===== config.mk =====
export PLATFORM = sky130hd
export DESIGN_NAME = port_slave_engine
export DESIGN_NICKNAME = d
export VERILOG_FILES = /design/src/line_sync.v /design/src/addr_match.v /design/src/port_slave_engine.v
export VERILOG_INCLUDE_DIRS = /design/src /design/src/inc
export SDC_FILE = /design/constraint.sdc
export NUM_CORES = 1
export LEC_CHECK = 0
export BUFFER_PORTS_ARGS = -buffer_cell sky130_fd_sc_hd__buf_2
export CAP_MARGIN = 20
export CORE_ASPECT_RATIO = 2
export CORE_MARGIN = 5
export CORE_UTILIZATION = 50
export CTS_CLUSTER_DIAMETER = 150
export DETAILED_ROUTE_END_ITERATION = 8
export GPL_TIMING_DRIVEN = 1
export PLACE_DENSITY = 0.74
export SKIP_CTS_REPAIR_TIMING = 1
export SYNTH_ARGS = -nofsm -noshare
export SYNTH_HDL_FRONTEND = slang
export SYNTH_HIERARCHICAL = 1
export SYNTH_SLANG_ARGS = --single-unit

===== constraint.sdc =====
create_clock -name CLK -period 3.3 [get_ports CLK]
set_input_delay 0.33 -clock CLK [delete_from_list [all_inputs] [get_ports CLK]]
set_output_delay 0.33 -clock CLK [all_outputs]
set_load 0.02 [all_outputs]

===== src/inc/serial_port_defines.vh =====
// Constants for the two-wire slave port engine
`ifndef SERIAL_PORT_DEFINES_VH
`define SERIAL_PORT_DEFINES_VH
`define CTL_MODE_MSB 3
`define CTL_MODE_LSB 0
`define CTL_RELEASE 4
`define CTL_ENABLE 5
`define CTL_OVERFLOW 6
`define STA_FULL 0
`define STA_UPDATE 1
`define STA_READ 2
`define STA_START 3
`define STA_STOP 4
`define STA_DATA 5
`define MODE_SLAVE7 4'h6
`define MODE_SLAVE10 4'h7
`define MODE_MASTER 4'h8
`define CTL_RESET 8'h00
`define BYTE_BITS 4'h8
`define ACK_BIT 4'h9
`define TENBIT_HEAD 5'h1e
`endif


===== src/line_sync.v =====
// Two-stage synchroniser with edge detection for one bus line
`include "serial_port_defines.vh"
module line_sync (
    input wire clk,
    input wire rst_n,
    input wire line_in,
    output reg level,
    output wire rise,
    output wire fall
);
    reg meta_reg;
    reg sync_reg;
    always @(posedge clk or negedge rst_n) begin
        if (!rst_n) begin
            meta_reg <= 1'b1;
            sync_reg <= 1'b1;
            level <= 1'b1;
        end else begin
            meta_reg <= line_in;
            sync_reg <= meta_reg;
            level <= sync_reg;
        end
    end
    // Edges judged only after the second stage
    assign rise = sync_reg & ~level;
    assign fall = ~sync_reg & level;
endmodule


===== src/addr_match.v =====
// Address comparison for 7-bit and 10-bit slave addressing
`include "serial_port_defines.vh"
module addr_match (
    input wire [7:0] shift_byte,
    input wire [7:0] own_addr,
    input wire ten_bit,
    input wire first_byte,
    input wire second_expected,
    output wire hit,
    output wire head_ok
);
    function is_head;
        input [7:0] b;
        begin
            is_head = (b[7:3] == `TENBIT_HEAD);
        end
    endfunction
    assign head_ok = is_head(shift_byte);
    // bits seven to one against the own address; all eight bits for the expected second byte
    assign hit = second_expected ? (shift_byte == own_addr) :
        (first_byte & (shift_byte[7:1] == own_addr[7:1]) &
        (~ten_bit | is_head(shift_byte)));
endmodule


===== src/port_slave_engine.v =====
// Two-wire slave engine: START/STOP, address, receive and transmit
`include "serial_port_defines.vh"
// Function
// - Port and pins active only while the enable bit is set.
// - Four-bit mode field picks 7-bit or 10-bit slave; master and other values idle the engine.
// - Status reports start, stop, data/address, update-needed and direction.
// - Shift register and buffer double buffer; completed byte sets flag.
// - Byte completing with buffer full sets overflow and is lost.
// - After START, shift eight bits sampled on rising clock.
// - Compare shift bits seven to one with own address.
// - On match, load and set full at 8th fall, flag at 9th.
// - Automatic acknowledge after address or data, buffer loaded.
// - Flag always set; load follows full, acknowledge follows full and overflow.
// - Byte with full set keeps buffer, sets flag and overflow.
// - Buffer read clears full; overflow held until software clears.
// - 10-bit head byte is 11110, A9, A8, write.
// - 10-bit address byte stretches clock until own address written.
// - After repeated START in 10-bit, first byte alone matches.
// - Write address clears direction and is placed into buffer.
// - Flag once per byte, held until software clears it.
// - Read address sets direction, loads buffer, acks, stretches clock.
// - Transmit shifts on falling edges, flag on ninth fall.
// - Master ack latched on ninth rise; no-ack resets slave logic.
module port_slave_engine (
    input wire CLK,
    input wire RST_N,
    input wire SCL_IN,
    output wire SCL_OUT,
    output wire SCL_OE_N,
    input wire SDA_IN,
    output wire SDA_OUT,
    output wire SDA_OE_N,
    input wire PORT_ENABLE,
    input wire [3:0] PORT_MODE,
    input wire CLOCK_RELEASE_SET,
    input wire OVERFLOW_CLEAR,
    input wire FLAG_CLEAR,
    input wire ADDR_WRITE,
    input wire [7:0] ADDR_WDATA,
    input wire BUF_WRITE,
    input wire [7:0] BUF_WDATA,
    input wire BUF_READ,
    output reg [7:0] TRANSFER_BUFFER,
    output reg [7:0] OWN_ADDRESS,
    output wire [7:0] PORT_CONTROL,
    output wire [7:0] PORT_STATUS,
    output reg PORT_INTERRUPT_FLAG
);
    localparam ST_IDLE = 3'd0;
    localparam ST_RX = 3'd1;
    localparam ST_ACK = 3'd2;
    localparam ST_STRETCH = 3'd3;
    localparam ST_TX = 3'd4;
    localparam ST_TXACK = 3'd5;

    wire scl;
    wire scl_rise;
    wire scl_fall;
    wire sda;
    wire sda_rise;
    wire sda_fall;
    wire hit;
    wire head_ok;
    reg [2:0] state_reg;
    reg [7:0] shift_reg;
    reg [3:0] bit_cnt_reg;
    reg full_reg;
    reg overflow_reg;
    reg update_reg;
    reg read_reg;
    reg start_reg;
    reg stop_reg;
    reg data_reg;
    reg release_reg;
    reg ack_drive_reg;
    reg sda_low_reg;
    reg addressed_reg;
    reg first_reg;
    reg second_reg;
    reg head_seen_reg;
    reg accept_reg;
    reg [7:0] mode_reg;

    wire active = PORT_ENABLE;
    wire slave_mode = (PORT_MODE == `MODE_SLAVE7) |
        (PORT_MODE == `MODE_SLAVE10);
    wire ten_bit = (PORT_MODE == `MODE_SLAVE10);
    wire run = active & slave_mode;
    wire start_ev = run & sda_fall & scl;
    wire stop_ev = run & sda_rise & scl;

    line_sync scl_sync (
        .clk(CLK),
        .rst_n(RST_N),
        .line_in(SCL_IN),
        .level(scl),
        .rise(scl_rise),
        .fall(scl_fall)
    );
    line_sync sda_sync (
        .clk(CLK),
        .rst_n(RST_N),
        .line_in(SDA_IN),
        .level(sda),
        .rise(sda_rise),
        .fall(sda_fall)
    );
    addr_match matcher (
        .shift_byte(shift_reg),
        .own_addr(OWN_ADDRESS),
        .ten_bit(ten_bit),
        .first_byte(first_reg),
        .second_expected(second_reg),
        .hit(hit),
        .head_ok(head_ok)
    );

    assign PORT_CONTROL = {1'b0, overflow_reg, PORT_ENABLE, release_reg,
        PORT_MODE};
    assign PORT_STATUS = {2'b00, data_reg, stop_reg, start_reg, read_reg,
        update_reg, full_reg};
    // Pins only driven low; open drain, released when disabled
    assign SDA_OUT = 1'b0;
    assign SCL_OUT = 1'b0;
    assign SDA_OE_N = ~(run & sda_low_reg);
    assign SCL_OE_N = ~(run & ~release_reg);

    always @(posedge CLK or negedge RST_N) begin
        if (!RST_N) begin
            state_reg <= ST_IDLE;
            shift_reg <= 8'h00;
            bit_cnt_reg <= 4'h0;
            full_reg <= 1'b0;
            overflow_reg <= 1'b0;
            update_reg <= 1'b0;
            read_reg <= 1'b0;
            start_reg <= 1'b0;
            stop_reg <= 1'b0;
            data_reg <= 1'b0;
            release_reg <= 1'b1;
            ack_drive_reg <= 1'b0;
            sda_low_reg <= 1'b0;
            addressed_reg <= 1'b0;
            first_reg <= 1'b0;
            second_reg <= 1'b0;
            head_seen_reg <= 1'b0;
            accept_reg <= 1'b0;
            TRANSFER_BUFFER <= 8'h00;
            OWN_ADDRESS <= 8'h00;
            PORT_INTERRUPT_FLAG <= 1'b0;
            mode_reg <= `CTL_RESET;
        end else begin
            mode_reg <= {4'h0, PORT_MODE};
            // Software side; hardware sets below take priority
            if (FLAG_CLEAR)
                PORT_INTERRUPT_FLAG <= 1'b0;
            if (OVERFLOW_CLEAR)
                overflow_reg <= 1'b0;
            if (BUF_READ)
                full_reg <= 1'b0;
            if (ADDR_WRITE) begin
                OWN_ADDRESS <= ADDR_WDATA;
                if (update_reg) begin
                    update_reg <= 1'b0;
                    release_reg <= 1'b1;
                end
            end
            if (BUF_WRITE) begin
                TRANSFER_BUFFER <= BUF_WDATA;
                shift_reg <= BUF_WDATA;
            end
            if (CLOCK_RELEASE_SET)
                release_reg <= 1'b1;
            if (!run) begin
                // Disabled port: state machine, addressing and bus flags idle
                state_reg <= ST_IDLE;
                start_reg <= 1'b0;
                stop_reg <= 1'b0;
                sda_low_reg <= 1'b0;
                release_reg <= 1'b1;
                addressed_reg <= 1'b0;
                second_reg <= 1'b0;
                head_seen_reg <= 1'b0;
            end else if (start_ev) begin
                start_reg <= 1'b1;
                stop_reg <= 1'b0;
                state_reg <= ST_RX;
                bit_cnt_reg <= 4'h0;
                first_reg <= 1'b1;
                sda_low_reg <= 1'b0;
                addressed_reg <= 1'b0;
                second_reg <= 1'b0;
                // Head seen earlier lets a repeated START skip byte two
                head_seen_reg <= head_seen_reg & ten_bit;
            end else if (stop_ev) begin
                stop_reg <= 1'b1;
                start_reg <= 1'b0;
                state_reg <= ST_IDLE;
                sda_low_reg <= 1'b0;
                addressed_reg <= 1'b0;
                head_seen_reg <= 1'b0;
            end else begin
                case (state_reg)
                    ST_IDLE: begin
                        sda_low_reg <= 1'b0;
                    end
                    ST_RX: begin
                        if (scl_rise) begin
                            shift_reg <= {shift_reg[6:0], sda};
                            bit_cnt_reg <= bit_cnt_reg + 4'h1;
                        end
                        if (scl_fall && bit_cnt_reg == `BYTE_BITS) begin
                            if (addressed_reg) begin
                                accept_reg <= ~full_reg & ~overflow_reg;
                                if (!full_reg) begin
                                    TRANSFER_BUFFER <= shift_reg;
                                    full_reg <= 1'b1;
                                end else
                                    overflow_reg <= 1'b1;
                                data_reg <= 1'b1;
                                sda_low_reg <= ~full_reg &
                                    ~overflow_reg;
                                state_reg <= ST_ACK;
                            end else if (hit) begin
                                // Full buffer keeps its old contents
                                if (!full_reg)
                                    TRANSFER_BUFFER <= shift_reg;
                                full_reg <= 1'b1;
                                accept_reg <= ~full_reg & ~overflow_reg;
                                sda_low_reg <= ~full_reg &
                                    ~overflow_reg;
                                if (full_reg)
                                    overflow_reg <= 1'b1;
                                data_reg <= 1'b0;
                                if (first_reg)
                                    read_reg <= shift_reg[0];
                                if (ten_bit && first_reg &&
                                    !head_seen_reg && !shift_reg[0]) begin
                                    update_reg <= 1'b1;
                                    head_seen_reg <= head_ok;
                                    second_reg <= 1'b1;
                                end else if (second_reg) begin
                                    update_reg <= 1'b1;
                                    second_reg <= 1'b0;
                                    addressed_reg <= 1'b1;
                                end else
                                    addressed_reg <= 1'b1;
                                first_reg <= 1'b0;
                                state_reg <= ST_ACK;
                            end else begin
                                // Not for us: ignore until next START
                                state_reg <= ST_IDLE;
                            end
                        end
                    end
                    ST_ACK: begin
                        if (scl_fall) begin
                            sda_low_reg <= 1'b0;
                            PORT_INTERRUPT_FLAG <= 1'b1;
                            bit_cnt_reg <= 4'h0;
                            if (addressed_reg && read_reg) begin
                                release_reg <= 1'b0;
                                state_reg <= ST_STRETCH;
                            end else begin
                                // Stretch after ack while the own address update is pending
                                if (update_reg)
                                    release_reg <= 1'b0;
                                state_reg <= ST_RX;
                            end
                        end
                    end
                    ST_STRETCH: begin
                        // Clock held low until software releases it
                        if (release_reg) begin
                            sda_low_reg <= ~shift_reg[7];
                            state_reg <= ST_TX;
                        end
                    end
                    ST_TX: begin
                        if (scl_rise)
                            bit_cnt_reg <= bit_cnt_reg + 4'h1;
                        if (scl_fall) begin
                            if (bit_cnt_reg == `BYTE_BITS) begin
                                sda_low_reg <= 1'b0;
                                state_reg <= ST_TXACK;
                            end else begin
                                shift_reg <= {shift_reg[6:0], 1'b0};
                                sda_low_reg <= ~shift_reg[6];
                            end
                        end
                    end
                    ST_TXACK: begin
                        if (scl_rise) begin
                            // Latched no-ack, acted on at ninth fall
                            ack_drive_reg <= sda;
                            bit_cnt_reg <= `ACK_BIT;
                        end
                        if (scl_fall && bit_cnt_reg == `ACK_BIT) begin
                            PORT_INTERRUPT_FLAG <= 1'b1;
                            data_reg <= 1'b1;
                            bit_cnt_reg <= 4'h0;
                            if (ack_drive_reg) begin
                                state_reg <= ST_IDLE;
                                addressed_reg <= 1'b0;
                            end else begin
                                release_reg <= 1'b0;
                                state_reg <= ST_STRETCH;
                            end
                        end
                    end
                    default: state_reg <= ST_IDLE;
                endcase
            end
        end
    end
endmodule


# Word-level counts from Yosys, hierarchy flattened
# Cells that the tools add are included.
dict set report totals {
  regBits 52
  elab_cells 265
}
dict set report classes {
  add_sub_neg 1
  n_eq_ne 42
  n_mux 139
  bitwise_logic 32
  reduce_logical 25
}
# cell count
set op_table {}
lappend op_table {{two-way mux 8 bit} 16}
lappend op_table {{two-way mux 1 bit} 96}
lappend op_table {{inequality test 5 bit, second input constant} 7}
lappend op_table {{two-way mux 3 bit} 9}
lappend op_table {{two-way mux 4 bit} 6}
lappend op_table {{case mux 3 bit (6 select lines)} 1}
lappend op_table {{AND reduction 6 bit} 3}
lappend op_table {{case mux 8 bit (2 select lines)} 1}
lappend op_table {{AND 1 bit} 15}
lappend op_table {{NOT 1 bit} 15}
lappend op_table {{AND reduction 5 bit} 3}
lappend op_table {{AND reduction 7 bit} 2}
lappend op_table {{inequality test 3 x 1 -> 1 bit, second input constant} 4}
lappend op_table {{inequality test 4 x 1 -> 1 bit, second input constant} 3}
lappend op_table {{case mux 4 bit (3 select lines)} 1}
lappend op_table {{inequality test 3 bit, second input constant} 3}
lappend op_table {{equality test 4 x 3 -> 1 bit, second input constant} 2}
lappend op_table {{equality test 4 bit, second input constant} 2}
lappend op_table {{equality test 8 bit} 1}
lappend op_table {{two-way mux 2 bit} 4}
lappend op_table {{inequality test 4 x 2 -> 1 bit, second input constant} 2}
lappend op_table {{inequality test 4 bit, second input constant} 2}
lappend op_table {{inequality test 8 x 1 -> 1 bit, second input constant} 1}
lappend op_table {{case mux 1 bit (2 select lines)} 4}
lappend op_table {{21 further kinds} 36}

# Longest topological paths before layout
dict set report logic_depth {
  word_depth 12
  ltp_mapped 9
  depth_no_buf 9
}

# Modules after synthesis
# The synthesis kept the hierarchy.
# mod instances cells_per_inst area_each_um2 seq_area_each_um2
set by_module_without_submodules {}
lappend by_module_without_submodules {port_slave_engine 1 281 2758.9 1152.4}
lappend by_module_without_submodules {line_sync 2 5 93.8 78.8}
lappend by_module_without_submodules {addr_match 1 17 130.1 0.0}

# Least setup slack after synthesis
# OpenSTA, ideal clock, no wires.
dict set report synth_timing {
  kind {reg2reg}
  from {register OWN_ADDRESS[2]}
  to {register data_reg}
  setup_ps 124
  arrival_time_ps 1899
  slack_ps 1277
  stages_incl_launch_ff 8
  synth_period_minus_slack_ps 2023
  cell_sequence {dfrtp_1 -> xnor2_1 -> nand3_1 -> a2111oi_2 -> o21ai_2 -> or3_4 -> nor3_1 -> a21oi_1}
}
dict set report synth_via {
  elab_chain_len 6
  word_cells_on_any_way 7
}
# item line_no
set synth_rtl {}
lappend synth_rtl {{start, declared} port_slave_engine.v:44} ;# output reg [7:0] OWN_ADDRESS,
lappend synth_rtl {{start signal, assigned} port_slave_engine.v:149} ;# OWN_ADDRESS <= 8'h00;
lappend synth_rtl {{start signal, assigned} port_slave_engine.v:162} ;# OWN_ADDRESS <= ADDR_WDATA;
lappend synth_rtl {{equality test 7 bit} addr_match.v:21} ;# (first_byte & (shift_byte[7:1] == own_addr[7:1]) &
lappend synth_rtl {{AND 1 bit (2 in a row)} addr_match.v:21}
lappend synth_rtl {{two-way mux 1 bit (*)} addr_match.v:20} ;# assign hit = second_expected ? (shift_byte == own_addr) :
lappend synth_rtl {{named net hit} port_slave_engine.v:62} ;# wire hit;
lappend synth_rtl {{inequality test 3 bit (no source line) (*)} -}
lappend synth_rtl {{AND reduction 7 bit (no source line) (*)} -}
lappend synth_rtl {{end signal, assigned} port_slave_engine.v:139} ;# data_reg <= 1'b0;
lappend synth_rtl {{end signal, assigned} port_slave_engine.v:220} ;# data_reg <= 1'b1;
lappend synth_rtl {{end signal, assigned} port_slave_engine.v:234} ;# data_reg <= 1'b0;
lappend synth_rtl {{end, declared} port_slave_engine.v:73} ;# reg data_reg;
# Mark *: on every way through the listed nets, which the timed path passes. The rest lies on a longest branch.
# A chain may end at the register's enable or synchronous reset.

# Worst setup path in the final report
dict set report layout_timing {
  from {register shift_reg[5]}
  to {register TRANSFER_BUFFER[2]}
}
dict set report layout_via {
  elab_chain_len 11
  word_cells_on_any_way 14
}
# item line_no
set layout_rtl {}
lappend layout_rtl {{start, declared} port_slave_engine.v:65} ;# reg [7:0] shift_reg;
lappend layout_rtl {{start signal, assigned} port_slave_engine.v:209} ;# shift_reg <= {shift_reg[6:0], sda};
lappend layout_rtl {{start signal, assigned} port_slave_engine.v:287} ;# shift_reg <= {shift_reg[6:0], 1'b0};
lappend layout_rtl {{equality test 7 bit or equality test 5 bit (tied branches)} -}
lappend layout_rtl {{AND 1 bit or bitwise OR 1 bit (tied branches)} {addr_match.v:21, addr_match.v:22}}
lappend layout_rtl {{AND 1 bit} addr_match.v:21}
lappend layout_rtl {{two-way mux 1 bit (*)} addr_match.v:20}
lappend layout_rtl {{named net hit} port_slave_engine.v:62}
lappend layout_rtl {{two-way mux 8 bit (*)} port_slave_engine.v:224} ;# end else if (hit) begin
lappend layout_rtl {{two-way mux 8 bit (*)} port_slave_engine.v:213} ;# if (addressed_reg) begin
lappend layout_rtl {{two-way mux 8 bit (*)} port_slave_engine.v:212} ;# if (scl_fall && bit_cnt_reg == `BYTE_BITS) begin
lappend layout_rtl {{two-way mux 8 bit (*)} port_slave_engine.v:203} ;# case (state_reg)
lappend layout_rtl {{two-way mux 8 bit (*)} port_slave_engine.v:195} ;# end else if (stop_ev) begin
lappend layout_rtl {{two-way mux 8 bit (*)} port_slave_engine.v:184} ;# end else if (start_ev) begin
lappend layout_rtl {{two-way mux 8 bit (*)} port_slave_engine.v:174} ;# if (!run) begin
lappend layout_rtl {{end signal, assigned} port_slave_engine.v:216} ;# TRANSFER_BUFFER <= shift_reg;
lappend layout_rtl {{end signal, assigned} port_slave_engine.v:227} ;# TRANSFER_BUFFER <= shift_reg;
lappend layout_rtl {{end, declared} port_slave_engine.v:43} ;# output reg [7:0] TRANSFER_BUFFER,
# Marked as above.

==> flow_metrics.py <==
metrics = {
    "outcome": {
        "status": "completed",
    },
    "drt": {
        "drc": 0,
        "drt-pass1-iter-count": 4,
        "drt_iter0_drc": 85,
        "routed_wl_um": 7370,
        "ant_nets": 0,
        "num_vias": 2464,
        "wl_per_cell_um": 17.6,
        "drt-vias-per-instance": 5.88,
    },
    "floorplanning": {
        "core_sq_um": 6010,
        "start_util": 0.512,
        "num_io_pins": 68,
        "die_area_sq_um": 7920,
        "die_h_um": 121,
        "fp.dieW_um": 65.5,
        "std_cell_rows": 40,
    },
    "clock_network": {
        "cts.sinks": 52,
        "cts_made_buffers": 5,
        "cts.path.max_buffers": 2,
        "cts_root_buf": "clkbuf_16",
        "cts.clk_slew.worst_paths_ns": 0.07,
        "cts_tree": "yes",
        "htree_levels": 2,
        "insertion_delay_ns": 0.30,
    },
    "logic_synthesis": {
        "synth_cell_type_count": 60,
        "async_flop_share": 1.00,
        "synth_area_leaders": "dfrtp_1 (37%), dfstp_2 (6.0%), mux2i_1 (5.2%)",
        "synth_ff_type": "dfrtp_1",
        "yosysTopAreaCellShare": 0.366,
        "synth_edf_count": 0,
        "ys_seq_area_frac": 0.426,
        "yosys_warnings": 6,
        "ys_ff_latch": 52,
        "yosysTopAreaCell": "dfrtp_1",
        "syn_inst": 308,
        "syn-cell-area_sq_um": 3080,
        "avgSynthCellArea_sq_um": 9.99,
    },
    "placed_design": {
        "dpl.hpwl_um": 5600,
        "place_inst": 409,
        "gp_congestion": 0.886,
        "post-place-ws_ns": 0.798,
        "io_buffers": 62,
    },
    "critical_path": {
        "crit-reg2reg-launch": "shift_reg[5]",
        "endpoint_kind": "flop",
        "arrival_ns": 2.60,
        "slowest_stage": "nor4_4",
        "start_kind": "flop",
        "worstRegToRegCells": 6,
        "path_cells": "nand4_1 > o311a_1 > a2111oi_2 > o21ai_2 > nor4_4 > o21ai_0",
        "r2r_slack_ns": 0.83,
        "crit_type": "reg -> reg",
        "reg2reg_to": "TRANSFER_BUFFER[2]",
        "worstPathRequired_ns": 3.43,
        "critPathMaxStageDelay_ns": 0.54,
        "worstPathMaxFanout": 16,
    },
    "power_and_ir_drop": {
        "ir_drop_mv": 0.442,
        "p_leak_nw": 1.56,
        "p_per_area_nw_per_um2": 437,
    },
    "grt": {
        "grt_remaining_overflow": 0,
        "grt_pass1_wl_um": 12400,
        "antenna_found_initial": 0,
        "track_usage": 0.202,
        "grt_max_degree": 49,
        "grt_pass1_vias": 2579,
    },
    "worst_hold_path": {
        "worstHoldStart": "SDA_IN",
        "hold_class": "in -> reg",
        "holdPathStages": 1,
        "worstHoldEndpoint": "sda_sync/meta_reg",
    },
    "sta": {
        "post-route-period-util": 0.749,
        "fin_tns_setup_ns": 0,
        "fmax_mhz": 405,
        "max_slew_margin": 0.541,
        "rsz0062_at_grt": "no",
        "setup_violations": 0,
        "fin_skew_ns": 0.00805,
        "finalWorstSetupSlack_ns": 0.829,
        "final_max_slew_viol_count": 0,
        "worstMarginPinSlew_ns": 0.683,
        "layout_min_cycle_time_ns": 2.47,
        "finalHoldViolations": 0,
    },
    "layout": {
        "mostFrequentLayoutCells": "buf_2 (62), dfrtp_1 (45), nand2_1 (32)",
        "layout_commonest_cell": "buf_2",
        "drive_gt1_frac": 0.298,
        "antenna_cells": 0,
        "area_growth_pct": 12.6,
        "final_cells": 419,
        "nets": 391,
    },
    "flow_run": {
        "maxCapViolCount": 0,
    },
}
==> critical path: cells and delay by family (launching register included) <==
family	cells	cell delay [ns]
simple gates	2	0.70
flops	1	0.46
compound gates	4	1.15
==> layer usage <==
layer	track usage	vias to the layer above	wire (um)
li1	-	1167	-
met1	0.206	1181	2510
met2	0.362	94	4130
met3	0.0426	22	401
met4	0.126	0	330
met5	0	-	0
==> Yosys cell counts, types with 2 or more instances <==
cell / count
a211oi_1: 3
a21o_1: 3
a21oi_1: 25
a31oi_1: 3
a32o_1: 2
and2_1: 2
and2b_2: 2
and3_1: 2
and4b_1: 2
buf_2: 3
buf_4: 20
buf_6: 4
clkbuf_1: 2
dfrtp_1: 45
dfstp_2: 7
ha_1: 5
inv_1: 12
mux2_2: 12
mux2i_1: 16
nand2_1: 32
nand2b_1: 2
nand3_1: 6
nand3_2: 2
nand3b_1: 3
nand4_1: 4
nand4b_1: 2
nor2_1: 18
nor2b_1: 5
nor3_1: 3
o211a_1: 2
o21ai_0: 19
o21ai_1: 2
o22ai_1: 2
o311a_1: 2
xnor2_1: 8
xor2_1: 2
==> how the worst max path moves through the flow <==
stage / depth (start not counted) / slack (ns) / from / endpoint
after global routing: 6 / 0.57 / shift_reg[6] / TRANSFER_BUFFER[2]
after detailed placement: 8 / 0.80 / PORT_MODE[1] / TRANSFER_BUFFER[4]
after CTS: 6 / 0.79 / shift_reg[5] / TRANSFER_BUFFER[2]
final: 6 / 0.83 / shift_reg[5] / TRANSFER_BUFFER[2]
after floorplan: 7 / 1.28 / OWN_ADDRESS[2] / data_reg
after global placement: 8 / 0.90 / PORT_MODE[1] / TRANSFER_BUFFER[1]
==> power breakdown <==
| group | leakage (nW) | total, mW | switching [mW] | internal (mW) |
|---|---|---|---|---|
| registers | 0.643 | 0.724 | 0.0443 | 0.680 |
| logic | 0.835 | 0.204 | 0.116 | 0.0874 |
| clock network | 0.0808 | 0.588 | 0.231 | 0.357 |
==> cell families (layout without fill, tap and decap cells) <==
| group | after synthesis | after routing | synth area share |
|---|---|---|---|
| buffers and inverters | 41 | 85 | 0.0854 |
| adders and majority gates | 5 | 5 | 0.0203 |
| AOI/OAI and AO/OA | 73 | 73 | 0.153 |
| and+or+nand+nor | 96 | 96 | 0.180 |
| xor gates and xnor gates | 11 | 11 | 0.0338 |
| other | 1 | 5 | 0.00122 |
| DFF | 52 | 52 | 0.426 |
| muxes | 29 | 29 | 0.101 |
==> stage by stage <==
| stage | utilization | power (mW) | instance area (sq um) | hold WS (ns) |
|---|---|---|---|---|
| final | 0.577 | 1.52 | 3460 | 0.134 |
| after global routing | 0.577 | 1.58 | 3460 | 0.123 |
| after CTS | 0.572 | 1.53 | 3430 | 0.127 |
| after detailed placement | 0.545 | 0.938 | 3270 | 0.347 |
| after global placement | 0.545 | 0.931 | 3270 | 0.346 |
| after floorplan | - | 0.860 | 3090 | 0.0344 |
==> final cells by class <==
type                            count  area, sq um
Timing Repair Buffer               65          348
Clock buffer                        6          129
Inverter                           12         45.0
Tap cell                           63         78.8
Sequential cell                    52         1310
Fill cell                         539         2540
Clock inverter                      2         35.0
Multi-Input combinational cell    219         1520
Power figures use the tool's default switching activity.
